**config.mk**
```make
export PLATFORM = sky130hd
export DESIGN_NAME = pio_port_io
export DESIGN_NICKNAME = d
export VERILOG_FILES = /design/src/core/pio_pkg.sv /design/src/core/pio_port_io.sv
export SDC_FILE = /design/constraint.sdc
export NUM_CORES = 1
export LEC_CHECK = 0
export ABC_AREA = 1
export BUFFER_PORTS_ARGS = -buffer_cell sky130_fd_sc_hd__buf_2
export CAP_MARGIN = 20
export CELL_PAD_IN_SITES_DETAIL_PLACEMENT = 0
export CELL_PAD_IN_SITES_GLOBAL_PLACEMENT = 1
export CORE_ASPECT_RATIO = 0.9
export CORE_MARGIN = 1.5
export CORE_UTILIZATION = 40
export DETAILED_ROUTE_END_ITERATION = 10
export PLACE_DENSITY = 0.86
export SLEW_MARGIN = 40
export SYNTH_ARGS = -nofsm -noshare
export SYNTH_HDL_FRONTEND = slang
export SYNTH_SLANG_ARGS = --single-unit
```
**constraint.sdc**
```tcl
create_clock -name clk_sys_in -period 2.2 [get_ports clk_sys_in]
set_input_delay 0.44 -clock clk_sys_in [delete_from_list [all_inputs] [get_ports clk_sys_in]]
set_output_delay 0.44 -clock clk_sys_in [all_outputs]
set_load 0.01 [all_outputs]
```
**src/core/pio_pkg.sv**
```systemverilog
package pio_pkg;

    // Pin and port layout.
    localparam int PIO_PORTS = 3;
    localparam int PIO_PINS = 16;
    localparam int PIO_XBAR_PINS = 15;
    localparam int PIO_FLAT_BITS = 24;
    localparam int PIO_DEBUG_PIN = 15;
    localparam int PIO_DEBUG_FLAT = 23;
    localparam int PIO_DEC_BITS = 8;

    // Register byte offsets; each group but the control word holds one word per port.
    localparam logic [7:0] PIO_OFF_PORT = 8'h00;
    localparam logic [7:0] PIO_OFF_INMODE = 8'h10;
    localparam logic [7:0] PIO_OFF_OUTMODE = 8'h20;
    localparam logic [7:0] PIO_OFF_SKIP = 8'h30;
    localparam logic [7:0] PIO_OFF_DRIVE = 8'h40;
    localparam logic [7:0] PIO_OFF_CTRL = 8'h50;

    // Implemented and writable bits per port.
    localparam logic [7:0] PIO_IMPL_P0 = 8'hff;
    localparam logic [7:0] PIO_IMPL_P1 = 8'h7f;
    localparam logic [7:0] PIO_IMPL_P2 = 8'h80;
    localparam logic [7:0] PIO_CFG_P2 = 8'h00;

    // Reset values.
    localparam logic [7:0] PIO_RST_LATCH = 8'hff;
    localparam logic [7:0] PIO_RST_INMODE = 8'hff;
    localparam logic [7:0] PIO_RST_OUTMODE = 8'h00;
    localparam logic [7:0] PIO_RST_SKIP = 8'h00;
    localparam logic [7:0] PIO_RST_DRIVE = 8'h00;
    localparam logic [1:0] PIO_RST_CTRL = 2'h0;

    // Control word fields.
    localparam int PIO_CTRL_XBAR_BIT = 0;
    localparam int PIO_CTRL_PUD_BIT = 1;

    // Bus responses.
    localparam logic [1:0] PIO_RESP_OKAY = 2'h0;
    localparam logic [1:0] PIO_RESP_SLVERR = 2'h2;

    typedef enum {PIO_GRP_PORT, PIO_GRP_INMODE, PIO_GRP_OUTMODE, PIO_GRP_SKIP,
                  PIO_GRP_DRIVE, PIO_GRP_CTRL, PIO_GRP_NONE} pio_grp_e;

endpackage

```
**src/core/pio_port_io.sv**
```systemverilog
// How it works
// Sixteen pins in three ports; P0.0 to P1.6 selectable digital or analog.
// P2.7 is digital only and shares its pad with the debug data pin.
// After reset pins are digital, outputs high impedance, weak pull-ups on.
// Input-mode bit 0 makes a pin analog: pull-up and receiver off.
// Analog pins always read back zero.
// Software should also turn off the output driver of analog pins.
// Software should not leave digital mode on pins used by analog peripherals.
// Pins for digital peripherals, event capture or GPIO use input-mode bit 1.
// Output-mode bit 1 gives push-pull, driving the pad high or low.
// Output-mode bit 0 gives open-drain: pull low for 0, release for 1.
// Pull-up on only while undriven; the global disable bit turns all off.
// The system keeps every digital pin pulled or driven to a valid level; with the global disable bit set, undriven digital pins float.
// Digital pins read the sampled pad level, not the output latch.
// Each driver has a per-pin high or low strength, low after reset.
// For analog use software sets open-drain, latch one and skip one.
// Crossbar may use only P0.0 to P1.6 pins whose skip bit is zero.
// With the crossbar disabled all output drivers are held off, except P2.7 while the debug data pin owns it.
// Each configuration register holds one bit per pin, bit n for pin n.
`timescale 1ns/1ps

module pio_port_io
#(
    parameter int ADDR_W = 8
)
(
    // Clock and reset.
    input wire logic clk_sys_in,
    input wire logic rst_in,
    // AXI4-Lite write channels.
    input wire logic [ADDR_W-1:0] s_axi_awaddr_in,
    input wire logic s_axi_awvalid_in,
    output logic s_axi_awready_out,
    input wire logic [31:0] s_axi_wdata_in,
    input wire logic [3:0] s_axi_wstrb_in,
    input wire logic s_axi_wvalid_in,
    output logic s_axi_wready_out,
    output logic [1:0] s_axi_bresp_out,
    output logic s_axi_bvalid_out,
    input wire logic s_axi_bready_in,
    // AXI4-Lite read channels.
    input wire logic [ADDR_W-1:0] s_axi_araddr_in,
    input wire logic s_axi_arvalid_in,
    output logic s_axi_arready_out,
    output logic [31:0] s_axi_rdata_out,
    output logic [1:0] s_axi_rresp_out,
    output logic s_axi_rvalid_out,
    input wire logic s_axi_rready_in,
    // Pad cells.
    input wire logic [pio_pkg::PIO_PINS-1:0] pad_in,
    output logic [pio_pkg::PIO_PINS-1:0] pad_out,
    output logic [pio_pkg::PIO_PINS-1:0] pad_oe_out,
    output logic [pio_pkg::PIO_PINS-1:0] pad_pullup_out,
    output logic [pio_pkg::PIO_PINS-1:0] pad_drive_high_out,
    output logic [pio_pkg::PIO_PINS-1:0] pad_rx_en_out,
    // Crossbar side.
    input wire logic [pio_pkg::PIO_XBAR_PINS-1:0] xbar_select_in,
    input wire logic [pio_pkg::PIO_XBAR_PINS-1:0] xbar_value_in,
    output logic [pio_pkg::PIO_XBAR_PINS-1:0] xbar_eligible_out,
    // Debug data pin sharing.
    input wire logic debug_active_in,
    input wire logic debug_data_in,
    input wire logic debug_data_oe_in,
    output logic debug_data_pin_out
);
    import pio_pkg::*;

    // Refuse address widths that the decoder cannot serve.
    if (ADDR_W < PIO_DEC_BITS || ADDR_W > 32)
    begin : g_addr_w_check
        $error("ADDR_W must lie between 8 and 32.");
    end

    ////////////////////////////////////////////////////////////////////////////////
    // Decoding helpers.

    function automatic int pin_flat(input int pin);
        pin_flat = (pin == PIO_DEBUG_PIN) ? PIO_DEBUG_FLAT : pin;
    endfunction

    function automatic logic [7:0] impl_mask(input logic [1:0] port);
        case (port)
            2'h0: impl_mask = PIO_IMPL_P0;
            2'h1: impl_mask = PIO_IMPL_P1;
            2'h2: impl_mask = PIO_IMPL_P2;
            default: impl_mask = 8'h00;
        endcase
    endfunction

    function automatic logic [7:0] cfg_mask(input logic [1:0] port);
        cfg_mask = (port == 2'h2) ? PIO_CFG_P2 : impl_mask(port);
    endfunction

    function automatic pio_grp_e decode(input logic [ADDR_W-1:0] addr);
        logic [7:0] base;
        logic upper_zero;
        base = {addr[7:4], 4'h0};
        upper_zero = (addr >> PIO_DEC_BITS) == '0;
        decode = PIO_GRP_NONE;
        if (upper_zero && addr[1:0] == 2'h0 && addr[3:2] != 2'h3)
        begin
            case (base)
                PIO_OFF_PORT: decode = PIO_GRP_PORT;
                PIO_OFF_INMODE: decode = PIO_GRP_INMODE;
                PIO_OFF_OUTMODE: decode = PIO_GRP_OUTMODE;
                PIO_OFF_SKIP: decode = PIO_GRP_SKIP;
                PIO_OFF_DRIVE: decode = PIO_GRP_DRIVE;
                PIO_OFF_CTRL: decode = (addr[3:2] == 2'h0) ? PIO_GRP_CTRL : PIO_GRP_NONE;
                default: decode = PIO_GRP_NONE;
            endcase
        end
    endfunction

    ////////////////////////////////////////////////////////////////////////////////
    // Pad input synchroniser and filter.

    logic [PIO_PINS-1:0] sync1;
    logic [PIO_PINS-1:0] sync2;
    logic [PIO_PINS-1:0] sync3;
    logic [PIO_PINS-1:0] pad_level;
    logic [PIO_PINS-1:0] next_pad_level;

    always_comb
    begin
        for (int i = 0; i < PIO_PINS; i++)
        begin
            next_pad_level[i] = (sync2[i] == sync3[i]) ? sync3[i] : pad_level[i];
        end
    end

    always_ff @(posedge clk_sys_in)
    begin
        if (rst_in)
        begin
            sync1 <= '0;
            sync2 <= '0;
            sync3 <= '0;
            pad_level <= '0;
        end
        else
        begin
            sync1 <= pad_in;
            sync2 <= sync1;
            sync3 <= sync2;
            pad_level <= next_pad_level;
        end
    end

    ////////////////////////////////////////////////////////////////////////////////
    // Configuration registers, one bit per pin of each port.

    logic [PIO_PORTS-1:0][7:0] latch;
    logic [PIO_PORTS-1:0][7:0] inmode;
    logic [PIO_PORTS-1:0][7:0] outmode;
    logic [PIO_PORTS-1:0][7:0] skip;
    logic [PIO_PORTS-1:0][7:0] drive;
    logic [1:0] ctrl;
    logic [PIO_PORTS-1:0][7:0] next_latch;
    logic [PIO_PORTS-1:0][7:0] next_inmode;
    logic [PIO_PORTS-1:0][7:0] next_outmode;
    logic [PIO_PORTS-1:0][7:0] next_skip;
    logic [PIO_PORTS-1:0][7:0] next_drive;
    logic [1:0] next_ctrl;
    logic [PIO_FLAT_BITS-1:0] digital_flat;
    logic [PIO_FLAT_BITS-1:0] read_flat;
    logic do_write;
    logic [ADDR_W-1:0] wr_addr;
    logic [31:0] wr_data;
    logic [3:0] wr_strb;

    assign digital_flat = inmode;

    // Port reads return the filtered pad level of digital pins only.
    always_comb
    begin
        read_flat = '0;
        for (int i = 0; i < PIO_PINS; i++)
        begin
            read_flat[pin_flat(i)] = pad_level[i] & digital_flat[pin_flat(i)];
        end
    end

    always_comb
    begin
        logic [1:0] port;
        logic [7:0] wm;
        logic [7:0] cm;
        logic [7:0] wd;
        port = wr_addr[3:2];
        wm = impl_mask(port);
        cm = cfg_mask(port);
        wd = wr_data[7:0];
        next_latch = latch;
        next_inmode = inmode;
        next_outmode = outmode;
        next_skip = skip;
        next_drive = drive;
        next_ctrl = ctrl;
        if (do_write && wr_strb[0])
        begin
            case (decode(wr_addr))
                PIO_GRP_PORT: next_latch[port] = (latch[port] & ~wm) | (wd & wm);
                PIO_GRP_INMODE: next_inmode[port] = (inmode[port] & ~cm) | (wd & cm);
                PIO_GRP_OUTMODE: next_outmode[port] = (outmode[port] & ~wm) | (wd & wm);
                PIO_GRP_SKIP: next_skip[port] = (skip[port] & ~cm) | (wd & cm);
                PIO_GRP_DRIVE: next_drive[port] = (drive[port] & ~wm) | (wd & wm);
                PIO_GRP_CTRL: next_ctrl = wd[1:0];
                default: next_ctrl = ctrl;
            endcase
        end
    end

    always_ff @(posedge clk_sys_in)
    begin
        if (rst_in)
        begin
            latch <= {PIO_PORTS{PIO_RST_LATCH}};
            inmode <= {PIO_PORTS{PIO_RST_INMODE}};
            outmode <= {PIO_PORTS{PIO_RST_OUTMODE}};
            skip <= {PIO_PORTS{PIO_RST_SKIP}};
            drive <= {PIO_PORTS{PIO_RST_DRIVE}};
            ctrl <= PIO_RST_CTRL;
        end
        else
        begin
            latch <= next_latch;
            inmode <= next_inmode;
            outmode <= next_outmode;
            skip <= next_skip;
            drive <= next_drive;
            ctrl <= next_ctrl;
        end
    end

    ////////////////////////////////////////////////////////////////////////////////
    // Pad cell control.

    logic [PIO_PINS-1:0] next_pad_out;
    logic [PIO_PINS-1:0] next_pad_oe;
    logic [PIO_PINS-1:0] next_pullup;
    logic [PIO_PINS-1:0] next_drive_high;
    logic [PIO_PINS-1:0] next_rx_en;
    logic [PIO_XBAR_PINS-1:0] next_eligible;

    always_comb
    begin
        logic value;
        logic push;
        logic enable;
        int f;
        value = 1'b0;
        push = 1'b0;
        enable = 1'b0;
        f = 0;
        for (int i = 0; i < PIO_PINS; i++)
        begin
            f = pin_flat(i);
            push = outmode[f / 8][f % 8];
            enable = ctrl[PIO_CTRL_XBAR_BIT];
            value = latch[f / 8][f % 8];
            if (i < PIO_XBAR_PINS)
            begin
                next_eligible[i] = ~skip[f / 8][f % 8];
                if (xbar_select_in[i] && !skip[f / 8][f % 8])
                begin
                    value = xbar_value_in[i];
                end
            end
            if (i == PIO_DEBUG_PIN && debug_active_in)
            begin
                enable = debug_data_oe_in;
                value = debug_data_in;
                push = 1'b1;
            end
            next_pad_oe[i] = enable & (push | ~value);
            next_pad_out[i] = push & value;
            next_pullup[i] = digital_flat[f] & ~ctrl[PIO_CTRL_PUD_BIT] & ~next_pad_oe[i];
            next_drive_high[i] = drive[f / 8][f % 8];
            next_rx_en[i] = digital_flat[f];
        end
    end

    always_ff @(posedge clk_sys_in)
    begin
        if (rst_in)
        begin
            pad_out <= '0;
            pad_oe_out <= '0;
            pad_pullup_out <= '1;
            pad_drive_high_out <= '0;
            pad_rx_en_out <= '1;
            xbar_eligible_out <= '1;
        end
        else
        begin
            pad_out <= next_pad_out;
            pad_oe_out <= next_pad_oe;
            pad_pullup_out <= next_pullup;
            pad_drive_high_out <= next_drive_high;
            pad_rx_en_out <= next_rx_en;
            xbar_eligible_out <= next_eligible;
        end
    end

    assign debug_data_pin_out = pad_level[PIO_DEBUG_PIN];

    ////////////////////////////////////////////////////////////////////////////////
    // AXI4-Lite slave.

    logic aw_held;
    logic w_held;
    logic [ADDR_W-1:0] aw_addr;
    logic [31:0] w_data;
    logic [3:0] w_strb;
    logic bvalid;
    logic [1:0] bresp;
    logic rvalid;
    logic [1:0] rresp;
    logic [31:0] rdata;
    logic next_aw_held;
    logic next_w_held;
    logic [ADDR_W-1:0] next_aw_addr;
    logic [31:0] next_w_data;
    logic [3:0] next_w_strb;
    logic next_bvalid;
    logic [1:0] next_bresp;
    logic next_rvalid;
    logic [1:0] next_rresp;
    logic [31:0] next_rdata;

    assign s_axi_awready_out = ~aw_held;
    assign s_axi_wready_out = ~w_held;
    assign s_axi_arready_out = ~rvalid;
    assign s_axi_bvalid_out = bvalid;
    assign s_axi_bresp_out = bresp;
    assign s_axi_rvalid_out = rvalid;
    assign s_axi_rresp_out = rresp;
    assign s_axi_rdata_out = rdata;
    assign do_write = aw_held & w_held & ~bvalid;
    assign wr_addr = aw_addr;
    assign wr_data = w_data;
    assign wr_strb = w_strb;

    always_comb
    begin
        logic [1:0] port;
        logic [7:0] rd;
        port = s_axi_araddr_in[3:2];
        rd = 8'h00;
        next_aw_held = aw_held;
        next_w_held = w_held;
        next_aw_addr = aw_addr;
        next_w_data = w_data;
        next_w_strb = w_strb;
        next_bvalid = bvalid;
        next_bresp = bresp;
        next_rvalid = rvalid;
        next_rresp = rresp;
        next_rdata = rdata;
        if (s_axi_awvalid_in && !aw_held)
        begin
            next_aw_held = 1'b1;
            next_aw_addr = s_axi_awaddr_in;
        end
        if (s_axi_wvalid_in && !w_held)
        begin
            next_w_held = 1'b1;
            next_w_data = s_axi_wdata_in;
            next_w_strb = s_axi_wstrb_in;
        end
        if (do_write)
        begin
            next_aw_held = 1'b0;
            next_w_held = 1'b0;
            next_bvalid = 1'b1;
            next_bresp = (decode(aw_addr) == PIO_GRP_NONE) ? PIO_RESP_SLVERR : PIO_RESP_OKAY;
        end
        else if (bvalid && s_axi_bready_in)
        begin
            next_bvalid = 1'b0;
        end
        if (s_axi_arvalid_in && !rvalid)
        begin
            case (decode(s_axi_araddr_in))
                PIO_GRP_PORT: rd = read_flat[port * 8 +: 8];
                PIO_GRP_INMODE: rd = inmode[port] & impl_mask(port);
                PIO_GRP_OUTMODE: rd = outmode[port] & impl_mask(port);
                PIO_GRP_SKIP: rd = skip[port] & cfg_mask(port);
                PIO_GRP_DRIVE: rd = drive[port] & impl_mask(port);
                PIO_GRP_CTRL: rd = {6'h00, ctrl};
                default: rd = 8'h00;
            endcase
            next_rvalid = 1'b1;
            next_rdata = {24'h000000, rd};
            next_rresp = (decode(s_axi_araddr_in) == PIO_GRP_NONE) ? PIO_RESP_SLVERR : PIO_RESP_OKAY;
        end
        else if (rvalid && s_axi_rready_in)
        begin
            next_rvalid = 1'b0;
        end
    end

    always_ff @(posedge clk_sys_in)
    begin
        if (rst_in)
        begin
            aw_held <= 1'b0;
            w_held <= 1'b0;
            aw_addr <= '0;
            w_data <= 32'h00000000;
            w_strb <= 4'h0;
            bvalid <= 1'b0;
            bresp <= PIO_RESP_OKAY;
            rvalid <= 1'b0;
            rresp <= PIO_RESP_OKAY;
            rdata <= 32'h00000000;
        end
        else
        begin
            aw_held <= next_aw_held;
            w_held <= next_w_held;
            aw_addr <= next_aw_addr;
            w_data <= next_w_data;
            w_strb <= next_w_strb;
            bvalid <= next_bvalid;
            bresp <= next_bresp;
            rvalid <= next_rvalid;
            rresp <= next_rresp;
            rdata <= next_rdata;
        end
    end

endmodule

```
* Yosys cells after proc, flatten, opt, wreduce, memory -nomap -nowiden
Index checks and enable logic that the tools add are counted.
Word-level totals: register bits 314, input port bits 108, output and inout bits 137, word-level logic and storage cells 399
Operators by class: $lt $le $gt $ge 3, eq/ne operators 44, shift-type cells 1, multiplexer cells 73, bitwise logic cells 168, reductions and logical operators 59
Operators with widths (count):
- two-way mux 8 bit | 20
- binary-select mux 8 bit (select 2 bit) | 9
- == test 32 x 2 -> 1 bit (second input constant) | 4
- == test 32 x 3 -> 1 bit (second input constant) | 4
- two-way mux 32 bit | 4
- bitwise mux 24 bit | 5
- AND 8 bit | 11
- AND 1 bit | 82
- == test 32 x 1 -> 1 bit (second input constant) | 2
- == test 32 x 4 -> 1 bit (second input constant) | 2
- zero test 32 bit | 2
- NOT 1 bit | 52
- case mux 8 bit (3 select lines) | 2
- case mux 8 bit (6 select lines) | 1
- bitwise OR 8 bit | 5
- case mux 3 bit (6 select lines) | 2
- case mux 8 bit (2 select lines) | 2
- logical AND 1 bit | 24
- variable part select 24 x 6 -> 8 bit | 1
- two-way mux 1 bit | 22
- zero test 1 bit | 18
- demux 8 bit (select 2 bit) | 1
- == test 1 bit | 16
- == test 4 x 2 -> 1 bit (second input constant) | 4
- other kinds (16) | 53

* Depth between registers and ports, before layout
word-level depth 11, depth in mapped cells 14, mapped depth without buffers 13

* Least setup slack after synthesis
OpenSTA, ideal clock, no wires.
path kind input to register, start point input port s_axi_araddr_in[2], end point register rdata[2] (netlist: s_axi_rdata_out[2]), setup time 0.132 ns, data arrival time 1.573 ns, required time 2.068 ns, setup slack 0.495 ns, stages 12, buffers on the path 1, path through buf_2 -> nor2_4 -> nand3_1 -> nand2_1 -> inv_1 -> nand2_1 -> nor2_2 -> nand2_1 -> nand2_1 -> nand3b_1 -> nand2_1 -> a21oi_1
Between the ends: cells in the longest elaborated chain, start to end 7, elaborated cells on any way between the ends 40, classes of those cells 8 x eq/ne; 1 x shift; 24 x mux; 4 x bitwise; 3 x reduce/logical
RTL lines:
- start: declaration | line pio_port_io.sv:42 | input wire logic [ADDR_W-1:0] s_axi_araddr_in,
- zero test 2 bit or == test 2 x 1 -> 1 bit (tied branches) | line pio_port_io.sv:82, pio_port_io.sv:108
- two-way mux 2 bit or case mux 8 bit (2 select lines) (tied branches) | line pio_port_io.sv:108, pio_port_io.sv:82
- case mux 3 bit (6 select lines) or two-way mux 8 bit (tied branches) | line pio_port_io.sv:102, pio_port_io.sv:384
- two-way mux 3 bit or two-way mux 8 bit (tied branches) | line pio_port_io.sv:100, pio_port_io.sv:382
- two-way mux 32 bit or two-way mux 8 bit (tied branches) | line pio_port_io.sv:382, pio_port_io.sv:91
- == test 32 x 3 -> 1 bit (tied with other cells) | line pio_port_io.sv:384 | case (decode(s_axi_araddr_in))
- case mux 8 bit (6 select lines) (*) | line pio_port_io.sv:384
- end signal: assignment | line pio_port_io.sv:429 | rdata <= next_rdata;
- end: declaration | line pio_port_io.sv:319 | logic [31:0] rdata;
Every way passes the cells marked *; elsewhere a longest branch is shown, timed or not. The select of a mux whose other input is x is not followed. A chain may end at the register's enable or synchronous reset.

* Worst setup path in the final report
start point register aw_addr[2], end point register skip[2] in the netlist's numbering
Between the ends: cells in the longest elaborated chain, start to end 7, elaborated cells on any way between the ends 25, classes of those cells 2 x order compare; 4 x eq/ne; 11 x mux; 4 x bitwise; 4 x reduce/logical
RTL lines:
- start: declaration | line pio_port_io.sv:312 | logic [ADDR_W-1:0] aw_addr;
- start signal: assignment | line pio_port_io.sv:422 | aw_addr <= next_aw_addr;
- zero test 2 bit or == test 2 x 1 -> 1 bit (tied branches) | line pio_port_io.sv:82, pio_port_io.sv:108
- two-way mux 2 bit or case mux 8 bit (2 select lines) (tied branches) | line pio_port_io.sv:108, pio_port_io.sv:82
- case mux 3 bit (6 select lines) or two-way mux 8 bit (tied branches) | line pio_port_io.sv:102, pio_port_io.sv:91
- two-way mux 32 bit or NOT 8 bit (tied branches)
- two-way mux 32 bit or AND 8 bit (tied branches) | line pio_port_io.sv:199, pio_port_io.sv:205
- == test 32 x 2 -> 1 bit or bitwise OR 8 bit (tied branches) | line pio_port_io.sv:201, pio_port_io.sv:205
- AND reduction 2 bit (no line) or bitwise mux 24 bit (tied branches)
- end signal: assignment | line pio_port_io.sv:220 | skip <= {PIO_PORTS{PIO_RST_SKIP}};
- end signal: assignment | line pio_port_io.sv:229 | skip <= next_skip;
- end: declaration | line pio_port_io.sv:155 | logic [PIO_PORTS-1:0][7:0] skip;
Several ways; a longest one is shown, not always the timed one. The select of a mux whose other input is x is not followed.

==> results.json <==
{
  "status": "finished clean",
  "synth-edff-count": 0,
  "hp-start": "pad_in[13]",
  "diodes": 0,
  "period_needed_ps": 2020,
  "crit_required_ps": 2580,
  "ant_nets": 0,
  "finalCritPeriodShare_pct": 91.8,
  "top_level_ports": 245,
  "critPathKind": "reg -> reg",
  "worst-path-max-fanout": 16,
  "max_cap_violations": 0,
  "postSynthCellCount": 1438,
  "core-area_um2": 28800,
  "reg2reg_from": "aw_addr[2]",
  "slew_violations": 0,
  "clock_power_share_pct": 45.7,
  "hold_viol": 0,
  "syn-cell-area_um2": 11700,
  "hold_depth": 3,
  "switchingPower_w": 0.00281,
  "clk_pin_slew_worst_paths_ps": 60,
  "wirelength_um": 31700,
  "grt_pass1_vias": 9050,
  "drtPass1Iterations": 5,
  "first_iter_violations": 527,
  "path_cells": "nor2_4 -> nand4_1 -> o21ai_2 -> inv_2 -> nor3_2 -> nand2_2 -> o21ai_0 -> a21oi_1",
  "slowest_stage": "dfxtp_1",
  "crit_arrival_ps": 2400,
  "r2r_setup_slack_ps": 180,
  "yosysTopAreaCellShare_pct": 53.6,
  "initial_utilization_pct": 40.5,
  "critPathCaptureType": "register",
  "synth_largest_area_cell": "dfxtp_1",
  "clock.fmax_ghz": 0.495,
  "startpoint_type": "register",
  "gp_congestion": 0.903,
  "finalPower_w": 0.0120,
  "syn_avg_cell_area_um2": 8.11,
  "rsz0062_at_grt": "false",
  "hold_end": "sync1[13]",
  "overflow": 0,
  "cts_buffers": 34,
  "yosysUniqueCellTypes": 42,
  "vias": 9751,
  "die_w_um": 183,
  "rr_endpoint": "skip[2]",
  "port_buffers": 191,
  "dp_hpwl_um": 23300,
  "rows": 59,
  "cts_tree": "yes",
  "tightest_slew_ps": 721,
  "p_int_w": 0.00919,
  "ys_warn_count": 0,
  "rr_worst_depth": 8,
  "hold_path.class": "in -> reg",
  "die_h_um": 165,
  "postCtsResizedCells": 0,
  "async_flop_share_pct": 0,
  "yosysSeqAreaShare_pct": 53.6,
  "nNetsFinal": 1748,
  "synth_seq_cells": 312,
  "via_per_inst": 4.81,
  "cts-root-buf": "clkbuf_16",
  "insertion_delay_ps": 520,
  "grt_usage_pct": 20.7,
  "grt_pass1_wl_um": 48400,
  "die-area_um2": 30200,
  "fin_tns_setup_ps": 0,
  "wl_per_cell_um": 15.6,
  "slowest_delay_ps": 350,
  "drc": 0,
  "setup_violations": 0,
  "cts-hold-fix-buffers": 0,
  "syn_to_final_growth_pct": 20.5,
  "synthFlopType": "dfxtp_1",
  "clk_path_buf_depth": 3,
  "skew_ps": 20.2,
  "htreeDepth": 2,
  "antenna_found_initial": 0,
  "power.density_nw_per_um2": 854,
  "grt_start_max_net_pins": 130,
  "power_frac_seq_pct": 48.1,
  "peakVddDrop_v": 0.000568,
  "cts_sinks": 312,
  "layout-drive-gt1-share_pct": 20.5,
  "nFillCells": 2875,
  "post-cts-setup-buffers": 0,
  "slew_headroom_pct": 51.9,
  "p_leak_nw": 6.24,
  "yosys-top-cells-area": "dfxtp_1 (54%), inv_1 (6.9%), o21ai_0 (6.5%)",
  "switching_share_pct": 23.4,
  "combPwrFrac_pct": 6.3
}
## cells in the final DEF, fill, tap and decap left out, types with 3 or more instances in the layout
master	count
inv_1	213
buf_4	34
o22ai_1	8
a21oi_1	113
o21ai_1	15
clkinv_1	3
nor3_1	16
a31oi_1	16
dfxtp_1	312
buf_2	190
o21ai_0	151
inv_2	9
a211oi_1	8
o211ai_1	18
buf_12	3
conb_1	26
nand3_1	35
clkbuf_1	8
nand3_2	5
nand2_1	189
clkbuf_8	7
nand2_2	8
clkbuf_16	34
a211oi_2	15
nor2_4	9
o221ai_1	6
nor2_2	5
nand4_1	4
clkinv_2	3
nor2_1	172
## worst max-delay path by stage
stage                       startpoint            endpoint  depth (start not counted)
floorplan           s_axi_araddr_in[2]  s_axi_rdata_out[2]                         12
global placement    s_axi_araddr_in[6]  s_axi_rdata_out[6]                         11
detailed placement  s_axi_araddr_in[6]  s_axi_rdata_out[6]                         11
CTS                         aw_addr[2]             skip[4]                          8
global route                aw_addr[2]             skip[0]                          8
finish                      aw_addr[2]             skip[2]                          8
## cell families (layout without fill, tap and decap cells)
kind of cell,Yosys count,after routing,synth area share (%)
other cells,1,26,0.0322
flops,312,312,53.6
simple gates,451,451,16.8
compound gates,361,361,17.8
buf+inv,313,513,11.7
## critical path: cells and delay by family (launching register included)
family	cells	cell delay, ps
AOI/OAI and AO/OA	3	450
buffers and inverters	1	100
DFF	1	350
and+or+nand+nor	4	990
## synthesized netlist by cell type, types with 3 or more instances
cell,n
a211oi_1,8
nand2_2,8
o211ai_1,18
buf_6,11
o22ai_1,8
clkbuf_1,41
nand2_1,189
inv_2,9
o221ai_1,6
o21ai_1,15
nor2_1,172
clkinv_1,3
dfxtp_1,312
nor3_1,16
inv_1,214
nand3_2,5
nor2_2,5
o21ai_0,151
a211oi_2,15
a31oi_1,16
a21oi_1,113
buf_4,27
nand4_1,4
nor2_4,9
nand3_1,35
buf_2,5
## per-stage QoR
step	cells	area (um^2)	setup slack, ps	utilization [%]	hold WS (ps)
finish	2029	14000	181	48.8	127
global route	2029	14000	18.8	48.8	131
floorplan	1463	11800	495	-	366
CTS	2029	14000	184	48.8	116
global placement	1970	13000	160	45.0	373
detailed placement	1970	13000	151	45.0	372
## state kept, by name, summed over array words and instances (netlist names), 16 cells and up
name and flops:
pad_oe_out 16, pad_level 16, outmode 24, sync2 16, digital_flat 24, pad_rx_en_out 16, latch 24, pad_out 16
skip 24, pad_drive_high_out 16, pad_pullup_out 16, drive 24, sync3 16, sync1 16
## final cells by class
type	count	area, um^2	share of cell area (%)
tap	366	458	3.26
inverter	227	856	6.09
multi-input combinational	838	4140	29.5
sequential	312	6250	44.5
clock inverter	10	106	0.757
timing repair buffer	227	1270	9.01
clock buffer	49	977	6.96
## power groups by stage
| stage | clock network [W] | logic, W | registers (W) |
|---|---|---|---|
| finish | 0.00548 | 0.000754 | 0.00577 |
| global route | 0.00578 | 0.000841 | 0.00577 |
| detailed placement | 0 | 0.000749 | 0.00589 |
| floorplan | 0 | 0.000494 | 0.00588 |
| CTS | 0.00557 | 0.000754 | 0.00577 |
| global placement | 0 | 0.000747 | 0.00589 |
## per-layer routing
layer / GRT usage [%] / up-vias / share of wire [%]
li1: - / 4967 / -
met1: 27.5 / 4429 / 45
met3: 4.43 / 56 / 7.3
met2: 33.9 / 299 / 45
met5: 0 / - / 0
met4: 6.30 / 0 / 2.3
No activity file was read; power rests on OpenSTA's default activity.
